$ cat config.mk
export PLATFORM = sky130hd
export DESIGN_NAME = host_power_watchdog_supervisor
export DESIGN_NICKNAME = d
export VERILOG_FILES = /design/src/logic/supervisor_pkg.sv /design/src/logic/host_power_watchdog_supervisor.sv
export SDC_FILE = /design/constraint.sdc
export NUM_CORES = 1
export LEC_CHECK = 0
export ABC_CLOCK_PERIOD_IN_PS = 2800
export BUFFER_PORTS_ARGS = -buffer_cell sky130_fd_sc_hd__buf_2
export CORE_ASPECT_RATIO = 1.5
export CORE_MARGIN = 2
export CORE_UTILIZATION = 40
export CTS_BUF_LIST = sky130_fd_sc_hd__clkbuf_16
export DETAILED_ROUTE_END_ITERATION = 12
export PLACE_DENSITY_LB_ADDON = 0.3
export SETUP_SLACK_MARGIN = 0.15
export SYNTH_ARGS = -nofsm -noshare
export SYNTH_HDL_FRONTEND = slang
export SYNTH_SLANG_ARGS = --single-unit
export TNS_END_PERCENT = 5
$ cat constraint.sdc
create_clock -name CLK_SYS -period 2.8 [get_ports CLK_SYS]
set_input_delay 0.42 -clock CLK_SYS [delete_from_list [all_inputs] [get_ports CLK_SYS]]
set_output_delay 0.42 -clock CLK_SYS [all_outputs]
set_load 0.05 [all_outputs]
$ cat src/logic/supervisor_pkg.sv
// Constants and carrier types for the host power and watchdog supervisor
package supervisor_pkg;
  // ---------------------------------------------------------------
  // Timing
  // ---------------------------------------------------------------
  localparam int CLK_HZ        = 250_000_000;
  localparam int TICK_HZ       = 32;
  localparam int TICK_CYC      = CLK_HZ / TICK_HZ;
  localparam int PWM_HZ        = 100;
  localparam int PWM_STEPS     = 100;
  localparam int PWM_STEP_CYC  = CLK_HZ / (PWM_HZ * PWM_STEPS);
  localparam int HOLD_LONG_MS  = 4000;
  localparam int HOLD_SHORT_MS = 250;
  localparam int RST_PULSE_MS  = 1000;
  localparam int EXTEND_MS     = 5000;
  localparam int SEC_MS        = 1000;
  localparam logic [7:0] HOLD_LONG_TK  = 8'(HOLD_LONG_MS * TICK_HZ / 1000);
  localparam logic [7:0] HOLD_SHORT_TK = 8'(HOLD_SHORT_MS * TICK_HZ / 1000);
  localparam logic [7:0] RST_PULSE_TK  = 8'(RST_PULSE_MS * TICK_HZ / 1000);
  localparam logic [7:0] EXTEND_TK     = 8'(EXTEND_MS * TICK_HZ / 1000);
  localparam logic [4:0] SEC_TK        = 5'(SEC_MS * TICK_HZ / 1000 - 1);
  localparam logic [6:0] PWM_LAST      = 7'(PWM_STEPS - 1);
  // ---------------------------------------------------------------
  // Command and response codes
  // ---------------------------------------------------------------
  localparam logic [7:0] CMD_SWITCH   = 8'h1C;
  localparam logic [7:0] CMD_WDOG     = 8'h1D;
  localparam logic [7:0] CMD_READBACK = 8'h1E;
  localparam logic [7:0] CMD_TEXT     = 8'h1F;
  localparam logic [7:0] CMD_BAUD     = 8'h21;
  localparam logic [7:0] CMD_GPIO_SET = 8'h22;
  localparam logic [7:0] CMD_GPIO_GET = 8'h23;
  localparam logic [7:0] RSP_ACK      = 8'h40;
  localparam logic [7:0] RSP_ERR      = 8'hC0;
  // ---------------------------------------------------------------
  // Field positions, limits and reset values
  // ---------------------------------------------------------------
  localparam int SW_AUTO_POL = 0;
  localparam int SW_RST_INV  = 1;
  localparam int SW_PWR_INV  = 2;
  localparam int SW_BLANK    = 4;
  localparam int SW_KEY_RST  = 5;
  localparam int SW_KEY_ON   = 6;
  localparam int SW_KEY_OFF  = 7;
  localparam int RB_IDX_MASK = 7;
  localparam int RB_IDX_WD   = 8;
  localparam int RB_IDX_SRC  = 11;
  localparam int PIN_SENSE   = 1;
  localparam int PIN_PWR     = 2;
  localparam int PIN_RST     = 3;
  localparam int CFG_USER    = 3;
  localparam logic [4:0] RB_LEN     = 5'h0F;
  localparam logic [4:0] GET_LEN    = 5'h04;
  localparam logic [4:0] TEXT_MIN   = 5'h03;
  localparam logic [4:0] TEXT_MAX   = 5'h12;
  localparam logic [7:0] COL_MAX    = 8'h0F;
  localparam logic [7:0] ROW_MAX    = 8'h01;
  localparam logic [7:0] LVL_MAX    = 8'h64;
  localparam logic [7:0] CFG_MAX    = 8'h0F;
  localparam logic [2:0] DRV_HIZ    = 3'h2;
  localparam logic [7:0] SW_MASK_RST  = 8'h00;
  localparam logic [7:0] PULSE_RST    = 8'h20;
  localparam logic       SRC_RST      = 1'b1;
  localparam logic [3:0] GPIO_CFG_RST = 4'h2;
  // ---------------------------------------------------------------
  // Carriers
  // ---------------------------------------------------------------
  typedef struct packed {
    logic [7:0]       kind;
    logic [4:0]       len;
    logic [17:0][7:0] data;
  } cmd_s;
  typedef struct packed {
    logic [7:0]       kind;
    logic [4:0]       len;
    logic [14:0][7:0] data;
  } rsp_s;
  typedef struct packed {
    logic [3:0][7:0] temp_mask;
    logic [7:0]      key_press;
    logic [7:0]      key_release;
    logic [7:0]      user_contrast;
    logic [7:0]      key_backlight;
    logic [7:0]      contrast;
    logic [7:0]      lcd_backlight;
  } misc_s;
  typedef struct packed {
    logic [3:0]       col;
    logic             row;
    logic [4:0]       count;
    logic [15:0][7:0] text;
  } lcd_wr_s;
  typedef enum logic [1:0] {
    SW_IDLE  = 2'b00,
    SW_PULSE = 2'b01,
    SW_HOLD  = 2'b11,
    SW_DONE  = 2'b10
  } sw_state_e;
endpackage : supervisor_pkg

$ cat src/logic/host_power_watchdog_supervisor.sv
// Host power switch, watchdog, readback, text and GPIO supervisor
//
// Contract
// - Blank display, backlight off while host down
// - Sense source 1 internal, 0 GPIO pin 1
// - Stay active; reboot when host power returns
// - Mask bits: auto polarity, reset/power invert
// - Mask bits enable keypad reset, on, off
// - Pulse length in 1/32 s, 1 to 255
// - One to three bytes; omitted keep defaults (code keeps the values last set, not the reset values)
// - Watchdog timeout zero disables it
// - Expiry resets host, watchdog stays off
// - Watchdog disabled after power-up
// - Readback answers fifteen bytes, type 0x5E
// - Bytes 7, 8, 11: mask, counter, source
// - Text write: column, row, 1-16 characters
// - Acknowledge at old rate, then switch
// - Link starts at 19200 unless boot stored
// - Five pins: input, level or 100 Hz PWM
// - Sample all pins at 32 Hz
// - Sticky edge flags, cleared on query
// - Switch outputs Hi-Z except during pulse
// - Hold confirm 4 s: 1 s reset, reboot
`timescale 1ns/10ps
`default_nettype none
module host_power_watchdog_supervisor
  import supervisor_pkg::*;
#(
  parameter int TICK_CYC_P = supervisor_pkg::TICK_CYC,
  parameter int STEP_CYC_P = supervisor_pkg::PWM_STEP_CYC,
  parameter int GPIO_N     = 5
)(
  input  wire logic                    CLK_SYS,
  input  wire logic                    RST_N,
  input  wire logic                    CMD_VALID,
  input  wire supervisor_pkg::cmd_s    CMD,
  output logic                         CMD_READY,
  output logic                         RSP_VALID,
  output supervisor_pkg::rsp_s         RSP,
  input  wire logic                    RSP_READY,
  input  wire logic                    TX_IDLE,
  input  wire logic [7:0]              BOOT_BAUD,
  output logic [7:0]                   BAUD_CODE,
  input  wire supervisor_pkg::misc_s   MISC,
  input  wire logic                    HOST_SENSE_INT,
  input  wire logic                    KEY_CONFIRM,
  input  wire logic                    KEY_CANCEL,
  input  wire logic [GPIO_N-1:0]       GPIO_IN,
  output logic [GPIO_N-1:0]            GPIO_OUT,
  output logic [GPIO_N-1:0]            GPIO_OE_N,
  output logic                         LCD_BLANK,
  output logic                         BACKLIGHT_OFF,
  output logic                         LCD_WR_VALID,
  output supervisor_pkg::lcd_wr_s      LCD_WR,
  output logic                         SELF_REBOOT
);
  import supervisor_pkg::*;

  // ---------------------------------------------------------------
  // Timebase: 32 Hz tick and PWM phase
  // ---------------------------------------------------------------
  logic [31:0] tick_cnt_q, tick_cnt_d, step_cnt_q, step_cnt_d;
  logic [6:0]  phase_q, phase_d;
  logic        tick, step;
  assign tick = (tick_cnt_q == 32'(TICK_CYC_P - 1));
  assign step = (step_cnt_q == 32'(STEP_CYC_P - 1));
  always_comb
  begin
    tick_cnt_d = tick ? 32'h0 : tick_cnt_q + 32'h1;
    step_cnt_d = step ? 32'h0 : step_cnt_q + 32'h1;
    phase_d    = phase_q;
    if (step)
      phase_d = (phase_q == PWM_LAST) ? 7'h00 : phase_q + 7'h01;
  end
  always_ff @(posedge CLK_SYS or negedge RST_N)
  begin
    if (!RST_N)
    begin
      tick_cnt_q <= 32'h0;
      step_cnt_q <= 32'h0;
      phase_q    <= 7'h00;
    end
    else
    begin
      tick_cnt_q <= tick_cnt_d;
      step_cnt_q <= step_cnt_d;
      phase_q    <= phase_d;
    end
  end

  // ---------------------------------------------------------------
  // Shared state declarations
  // ---------------------------------------------------------------
  logic [7:0]              sw_mask_q, sw_mask_d, pulse_len_q, pulse_len_d;
  logic                    src_q, src_d;
  logic [7:0]              wd_q, wd_d;
  logic [4:0]              sec_q, sec_d;
  logic [GPIO_N-1:0][6:0]  lvl_q, lvl_d;
  logic [GPIO_N-1:0][3:0]  cfg_q, cfg_d;
  logic [GPIO_N-1:0]       smp_q, smp_d, rise_q, rise_d, fall_q, fall_d;
  logic [GPIO_N-1:0]       flag_clr;
  sw_state_e               st_q, st_d;
  logic [7:0]              pcnt_q, pcnt_d, ok_q, ok_d, x_q, x_d;
  logic                    is_rst_q, is_rst_d, reboot_q, reboot_d;
  logic                    ext_q, ext_d, lock_q, lock_d, pol_q, pol_d;
  logic                    sense, sense_q, sense_rise, reboot_go, wd_fire;
  logic                    accept, pulsing;

  assign sense      = src_q ? HOST_SENSE_INT : GPIO_IN[PIN_SENSE];
  assign sense_rise = sense & ~sense_q;
  assign pulsing    = (st_q == SW_PULSE) || (st_q == SW_HOLD);
  assign reboot_go  = ((st_q == SW_DONE) && reboot_q) || sense_rise;

  // ---------------------------------------------------------------
  // Command decode, configuration, watchdog, link rate
  // ---------------------------------------------------------------
  rsp_s       rsp_q, rsp_d;
  lcd_wr_s    lcd_q, lcd_d;
  logic       rsp_pend_q, rsp_pend_d, lcd_v_q, lcd_v_d;
  logic       bpend_q, bpend_d, boot_q, boot_d;
  logic [7:0] baud_q, baud_d, bnew_q, bnew_d, d0, d1, d2;
  logic [2:0] gi;

  assign CMD_READY = ~rsp_pend_q & ~lock_q & ~bpend_q & boot_q;
  assign accept    = CMD_VALID & CMD_READY;
  assign d0 = CMD.data[0];
  assign d1 = CMD.data[1];
  assign d2 = CMD.data[2];
  assign gi = d0[2:0];
  assign wd_fire = tick && (sec_q == SEC_TK) && (wd_q == 8'h01) &&
                   !(accept && CMD.kind == CMD_WDOG);

  always_comb
  begin
    sw_mask_d = sw_mask_q;
    pulse_len_d = pulse_len_q;
    src_d = src_q;
    wd_d = wd_q;
    sec_d = sec_q;
    lvl_d = lvl_q;
    cfg_d = cfg_q;
    rsp_d = rsp_q;
    lcd_d = lcd_q;
    lcd_v_d = 1'b0;
    rsp_pend_d = rsp_pend_q & ~RSP_READY;
    bpend_d = bpend_q;
    bnew_d = bnew_q;
    baud_d = baud_q;
    boot_d = 1'b1;
    flag_clr = '0;
    if (!boot_q)
      baud_d = BOOT_BAUD;
    if (bpend_q && !rsp_pend_q && TX_IDLE)
    begin
      baud_d  = bnew_q;
      bpend_d = 1'b0;
    end
    if (tick && wd_q != 8'h00)
    begin
      sec_d = (sec_q == SEC_TK) ? 5'h00 : sec_q + 5'h01;
      if (sec_q == SEC_TK)
        wd_d = wd_q - 8'h01;
    end
    if (accept)
    begin
      rsp_pend_d = 1'b1;
      rsp_d      = '0;
      rsp_d.kind = CMD.kind | RSP_ACK;
      unique case (CMD.kind)
        CMD_SWITCH:
          if (CMD.len >= 5'h01 && CMD.len <= 5'h03)
          begin
            sw_mask_d = d0;
            if (CMD.len >= 5'h02 && d1 != 8'h00)
              pulse_len_d = d1;
            if (CMD.len == 5'h03)
              src_d = d2[0];
          end
          else
            rsp_d.kind = CMD.kind | RSP_ERR;
        CMD_WDOG:
          if (CMD.len == 5'h01)
          begin
            wd_d  = d0;
            sec_d = 5'h00;
          end
          else
            rsp_d.kind = CMD.kind | RSP_ERR;
        CMD_READBACK:
        begin
          rsp_d.len = RB_LEN;
          rsp_d.data[1] = MISC.temp_mask[0];
          rsp_d.data[2] = MISC.temp_mask[1];
          rsp_d.data[3] = MISC.temp_mask[2];
          rsp_d.data[4] = MISC.temp_mask[3];
          rsp_d.data[5] = MISC.key_press;
          rsp_d.data[6] = MISC.key_release;
          rsp_d.data[RB_IDX_MASK] = sw_mask_q;
          rsp_d.data[RB_IDX_WD]   = wd_q;
          rsp_d.data[RB_IDX_SRC]  = {7'h00, src_q};
          rsp_d.data[9]  = MISC.user_contrast;
          rsp_d.data[10] = MISC.key_backlight;
          rsp_d.data[13] = MISC.contrast;
          rsp_d.data[14] = MISC.lcd_backlight;
        end
        CMD_TEXT:
          if (CMD.len >= TEXT_MIN && CMD.len <= TEXT_MAX &&
              d0 <= COL_MAX && d1 <= ROW_MAX)
          begin
            lcd_v_d   = 1'b1;
            lcd_d.col = d0[3:0];
            lcd_d.row = d1[0];
            lcd_d.count = CMD.len - 5'h02;
            lcd_d.text  = CMD.data[17:2];
          end
          else
            rsp_d.kind = CMD.kind | RSP_ERR;
        CMD_BAUD:
          if (CMD.len == 5'h01)
          begin
            bpend_d = 1'b1;
            bnew_d  = d0;
          end
          else
            rsp_d.kind = CMD.kind | RSP_ERR;
        CMD_GPIO_SET:
          if ((CMD.len == 5'h02 || (CMD.len == 5'h03 && d2 <= CFG_MAX)) &&
              d0 < 8'(GPIO_N) && d1 <= LVL_MAX)
          begin
            lvl_d[gi] = d1[6:0];
            if (CMD.len == 5'h03)
              cfg_d[gi] = d2[3:0];
          end
          else
            rsp_d.kind = CMD.kind | RSP_ERR;
        CMD_GPIO_GET:
          if (CMD.len == 5'h01 && d0 < 8'(GPIO_N))
          begin
            rsp_d.len     = GET_LEN;
            rsp_d.data[0] = d0;
            rsp_d.data[1] = {5'h00, rise_q[gi], fall_q[gi], smp_q[gi]};
            rsp_d.data[2] = {1'b0, lvl_q[gi]};
            rsp_d.data[3] = {4'h0, cfg_q[gi]};
            flag_clr[gi]  = 1'b1;
          end
          else
            rsp_d.kind = CMD.kind | RSP_ERR;
        default:
          rsp_d.kind = CMD.kind | RSP_ERR;
      endcase
    end
    if (reboot_go)
    begin
      wd_d  = 8'h00;
      sec_d = 5'h00;
    end
  end

  always_ff @(posedge CLK_SYS or negedge RST_N)
  begin
    if (!RST_N)
    begin
      sw_mask_q <= SW_MASK_RST;
      pulse_len_q <= PULSE_RST;
      src_q <= SRC_RST;
      wd_q <= 8'h00;
      sec_q <= 5'h00;
      lvl_q <= '0;
      cfg_q <= {GPIO_N{GPIO_CFG_RST}};
      rsp_q <= '0;
      lcd_q <= '0;
      lcd_v_q <= 1'b0;
      rsp_pend_q <= 1'b0;
      bpend_q <= 1'b0;
      bnew_q <= 8'h00;
      baud_q <= 8'h00;
      boot_q <= 1'b0;
    end
    else
    begin
      sw_mask_q <= sw_mask_d;
      pulse_len_q <= pulse_len_d;
      src_q <= src_d;
      wd_q <= wd_d;
      sec_q <= sec_d;
      lvl_q <= lvl_d;
      cfg_q <= cfg_d;
      rsp_q <= rsp_d;
      lcd_q <= lcd_d;
      lcd_v_q <= lcd_v_d;
      rsp_pend_q <= rsp_pend_d;
      bpend_q <= bpend_d;
      bnew_q <= bnew_d;
      baud_q <= baud_d;
      boot_q <= boot_d;
    end
  end
  assign RSP_VALID    = rsp_pend_q;
  assign RSP          = rsp_q;
  assign BAUD_CODE    = baud_q;
  assign LCD_WR_VALID = lcd_v_q;
  assign LCD_WR       = lcd_q;

  // ---------------------------------------------------------------
  // Switch pulse sequencer and keypad hold timers
  // ---------------------------------------------------------------
  logic trig_rst, trig_on, trig_off, blank_d, blank_q, srb_q;
  assign trig_rst = tick && KEY_CONFIRM && sense && sw_mask_q[SW_KEY_RST] &&
                    ok_q == HOLD_LONG_TK - 8'h01;
  assign trig_on  = tick && KEY_CONFIRM && !sense && sw_mask_q[SW_KEY_ON] &&
                    ok_q == HOLD_SHORT_TK - 8'h01;
  assign trig_off = tick && KEY_CANCEL && sense && sw_mask_q[SW_KEY_OFF] &&
                    x_q == HOLD_LONG_TK - 8'h01;
  assign blank_d  = sw_mask_q[SW_BLANK] & ~sense;

  always_comb
  begin
    st_d = st_q;
    pcnt_d = pcnt_q;
    is_rst_d = is_rst_q;
    reboot_d = reboot_q;
    ext_d = ext_q;
    lock_d = lock_q;
    pol_d = pol_q;
    ok_d = ok_q;
    x_d = x_q;
    if (!KEY_CONFIRM)
      ok_d = 8'h00;
    else if (tick && ok_q != 8'hFF)
      ok_d = ok_q + 8'h01;
    if (!KEY_CANCEL)
      x_d = 8'h00;
    else if (tick && x_q != 8'hFF)
      x_d = x_q + 8'h01;
    unique case (st_q)
      SW_IDLE:
        if (wd_fire || trig_rst || trig_on || trig_off)
        begin
          st_d     = SW_PULSE;
          is_rst_d = wd_fire || trig_rst;
          pcnt_d   = (wd_fire || trig_rst) ? RST_PULSE_TK : pulse_len_q;
          reboot_d = !wd_fire && (trig_rst || trig_on);
          lock_d   = !wd_fire && trig_rst;
          ext_d    = !wd_fire && !trig_rst && !trig_on;
          // Auto mode drives against the idle level seen on the pin
          if (sw_mask_q[SW_AUTO_POL])
            pol_d = (wd_fire || trig_rst) ? ~smp_q[PIN_RST] : ~smp_q[PIN_PWR];
          else
            pol_d = (wd_fire || trig_rst) ? sw_mask_q[SW_RST_INV]
                                          : sw_mask_q[SW_PWR_INV];
        end
      SW_PULSE:
        if (tick)
        begin
          pcnt_d = pcnt_q - 8'h01;
          if (pcnt_q == 8'h01)
          begin
            st_d   = (ext_q && KEY_CANCEL) ? SW_HOLD : SW_DONE;
            pcnt_d = EXTEND_TK;
          end
        end
      SW_HOLD:
        if (!KEY_CANCEL || (tick && pcnt_q == 8'h01))
          st_d = SW_DONE;
        else if (tick)
          pcnt_d = pcnt_q - 8'h01;
      SW_DONE:
      begin
        st_d   = SW_IDLE;
        lock_d = 1'b0;
      end
    endcase
  end

  always_ff @(posedge CLK_SYS or negedge RST_N)
  begin
    if (!RST_N)
    begin
      st_q <= SW_IDLE;
      pcnt_q <= 8'h00;
      is_rst_q <= 1'b0;
      reboot_q <= 1'b0;
      ext_q <= 1'b0;
      lock_q <= 1'b0;
      pol_q <= 1'b0;
      ok_q <= 8'h00;
      x_q <= 8'h00;
      sense_q <= 1'b0;
      blank_q <= 1'b0;
      srb_q <= 1'b0;
    end
    else
    begin
      st_q <= st_d;
      pcnt_q <= pcnt_d;
      is_rst_q <= is_rst_d;
      reboot_q <= reboot_d;
      ext_q <= ext_d;
      lock_q <= lock_d;
      pol_q <= pol_d;
      ok_q <= ok_d;
      x_q <= x_d;
      sense_q <= sense;
      blank_q <= blank_d;
      srb_q <= reboot_go;
    end
  end
  assign LCD_BLANK     = blank_q;
  assign BACKLIGHT_OFF = blank_q;
  assign SELF_REBOOT   = srb_q;

  // ---------------------------------------------------------------
  // GPIO sampling, edge flags and pin drive
  // ---------------------------------------------------------------
  logic [GPIO_N-1:0] out_d, out_q, oen_d, oen_q;
  always_comb
  begin
    smp_d  = tick ? GPIO_IN : smp_q;
    // A new edge wins over a clear in the same cycle
    rise_d = (rise_q & ~flag_clr) | ({GPIO_N{tick}} & GPIO_IN & ~smp_q);
    fall_d = (fall_q & ~flag_clr) | ({GPIO_N{tick}} & ~GPIO_IN & smp_q);
    for (int i = 0; i < GPIO_N; i++)
    begin
      out_d[i] = 1'b0;
      oen_d[i] = 1'b1;
      if (cfg_q[i][CFG_USER] && cfg_q[i][2:0] != DRV_HIZ)
      begin
        oen_d[i] = 1'b0;
        out_d[i] = (phase_q < lvl_q[i]);
      end
      else if (!cfg_q[i][CFG_USER] && pulsing &&
               ((i == PIN_RST && is_rst_q) || (i == PIN_PWR && !is_rst_q)))
      begin
        oen_d[i] = 1'b0;
        out_d[i] = pol_q;
      end
    end
  end
  always_ff @(posedge CLK_SYS or negedge RST_N)
  begin
    if (!RST_N)
    begin
      smp_q  <= '0;
      rise_q <= '0;
      fall_q <= '0;
      out_q  <= '0;
      oen_q  <= '1;
    end
    else
    begin
      smp_q  <= smp_d;
      rise_q <= rise_d;
      fall_q <= fall_d;
      out_q  <= out_d;
      oen_q  <= oen_d;
    end
  end
  assign GPIO_OUT  = out_q;
  assign GPIO_OE_N = oen_q;
endmodule : host_power_watchdog_supervisor
`default_nettype wire

==> metrics.yaml <==
slew_headroom: 0.494
synth-xor-area-share: 0.0301
initial_core_util: 0.406
sw_frac_of_total: 0.247
internal_power_mw: 11.0
min_period_ns: 2.51
vias: 17390
gp_congestion: 0.877
path_class: "reg2reg"
grt_max_degree: 73
synth-compound-area-share: 0.0710
yosysUniqueCellTypes: 73
die_w_um: 195
syn2layout_area_growth_pct: 25.5
final.setup.tns_ns: 0
die_area_um2: 56400
drive_gt1_frac: 0.349
crit_required_ns: 3.27
peakVddDrop_mv: 0.421
synth_cells: 2032
clockBufferDepth: 3
synth_commonest_cells: "dfrtp_1, nand2_1, mux2_2"
synth.avg_cell_area_um2: 10.7
skew_ns: 0.0186
drt_iter0_markers: 770
power_mw: 14.6
synth_edf_count: 0
yosysTopAreaCell: "dfrtp_1"
synth_top_family_by_area: "simple AND/OR/NAND/NOR gates"
synth_top_area_frac: 0.546
first_pass_iters: 7
cp.arrival_ns: 2.98
rsz0062_at_grt: "yes"
setup_viol: 0
pin_count: 553
cap_violations: 0
grt_pass1_vias: 18244
power.switching_mw: 3.59
cp_max_fo: 14
clk_latency_ns: 0.61
numPortBuffers: 536
ys_async_sr_fraction: 1.00
pwr-share-seq: 0.490
p_per_area_nw_per_um2: 532
tightest_slew_ns: 0.751
drtAntennaViolNets: 0
cts_max_level: 2
outcome: "completed"
dpl.hpwl_mm: 49.4
period_share: 0.897
postPlaceCellArea_um2: 25700
grt_use_total: 0.229
numCtsBuffers: 50
yosysMostFrequentCell: "dfrtp_1"
wl_per_cell_um: 19.6
synth_area_um2: 21800
antenna_found_initial: 16
grt_overflow_total: 0
synth-simple-area-share: 0.172
cts_tree: "done"
seq_area_frac_synth: 0.561
rows: 104
yosysWarnings: 0
fp.dieH_um: 290
clk_pin_slew_ns: 0.06
root_buffer: "clkbuf_16"
final_nets: 2906
synthAdderAreaFrac: 0.0253
drv_slew: 0
synthFlopType: "dfrtp_1"
crit_path_end_kind: "flop"
synth_area_leaders: "dfrtp_1, mux2_2, nand2_1, nand3_1, ha_1"
grt_pass1_wl_mm: 102
wl_mm: 65.3
drcViolationCount: 0
startpoint_type: "flop"
clock_power_share: 0.443
fmax_ghz: 0.398
leakage_nw: 15.0
p_comb_frac: 0.067
hold_violations: 0
synth_seq_cells: 488
muxShareOfSynthArea: 0.109
clkSinkCount: 488
min_path_type: "in2reg"
routed_via_density: 5.21
final_area_um2: 27400
coreArea_um2: 53700
## flip-flops by register name, summed over array words and instances, names as in the netlist, 20 cells and up
register / count
cfg_q: 20
step_cnt_q: 32
RSP: 115
tick_cnt_q: 32
lvl_q: 35
LCD_WR: 138
## logic make-up (layout without fill, tap and decap cells)
| kind of cell | Yosys count | in the layout |
|---|---|---|
| buffers and inverters | 160 | 755 |
| adder cells (fa/ha/maj) | 44 | 44 |
| XOR/XNOR | 75 | 75 |
| flip-flops | 488 | 488 |
| other | 2 | 22 |
| AND/OR/NAND/NOR | 802 | 802 |
| AO/OA/AOI/OAI | 249 | 249 |
| multiplexers | 212 | 212 |
## power by group through the flow
stage	logic [mW]	registers (mW)	clock network [mW]
finish	0.980	7.13	6.45
global placement	0.978	7.25	0
detailed placement	0.989	7.26	0
global route	1.06	7.13	6.90
floorplan	0.270	7.41	0
CTS	0.994	7.13	6.61
## per-stage QoR
step,setup slack [ns],hold slack [ns],instances,util
floorplan,-0.139,0.124,2047,-
detailed placement,-0.220,0.351,3234,0.477
global route,0.124,0.0137,3333,0.509
finish,0.289,0.0326,3336,0.509
global placement,-0.115,0.354,3234,0.477
CTS,0.150,0.00449,3325,0.507
## worst paths after layout
kind                               start        endpoint  slack, ns  cells past startpoint
max                        tick_cnt_q[0]       pcnt_q[4]       0.29                      9
max in group asynchronous          RST_N  tick_cnt_q[30]       1.59                      4
min reg2reg                      RSP[28]         RSP[28]       0.46                      2
max reg2reg                tick_cnt_q[0]       pcnt_q[4]       0.29                      9
min in group asynchronous          RST_N      LCD_WR[84]       0.30                      2
min                             MISC[14]        RSP[110]       0.03                      3
## worst max-delay path, cell delays in order, from the launching register on
cell and delay, ns:
dfrtp_1 0.41, ha_2 0.20, nor4b_2 0.19, nand4_1 0.13, or4_4 0.60, buf_12 0.17
a21oi_1 0.21, o21ai_4 0.17, o21ai_0 0.19, o21ai_0 0.10
## repair_timing
item                       in CTS  in global routing
gates resized for setup         1                 17
setup endpoints to repair       4                 24
hold endpoints to repair       37                  0
setup buffers                   0                  5
gates cloned                    0                  1
hold buffers                    1                  0
pin swaps                       0                  3
## placed cells by master (no fill, tap or decap), types with 15 or more instances in the layout
cell	n
a21o_1	28
a21oi_1	41
and2_1	16
and3_1	27
buf_2	536
buf_4	63
clkbuf_16	51
conb_1	17
dfrtp_1	475
ha_1	43
inv_1	58
mux2_2	186
mux2i_1	22
nand2_1	372
nand3_1	137
nand3b_1	15
nand4_1	17
nor2_1	105
nor3_1	22
o21ai_0	101
xnor2_1	47
xor2_1	28
## per-layer routing
metal,share of wire,vias up,global-route usage
met5,0.0017,-,0
met4,0.044,18,0.0991
met3,0.076,156,0.0579
met2,0.51,649,0.420
met1,0.37,8482,0.249
li1,-,8085,-
## cell type report
class	instances	area, µm²
fill	4850	26400
sequential	488	12200
multi-input combinational	1399	9060
timing repair buffer	614	3440
clock buffer	51	1280
tap	689	862
clock inverter	39	278
inverter	51	191
antenna	5	12.5
No activity file was read; power rests on OpenSTA's default activity.
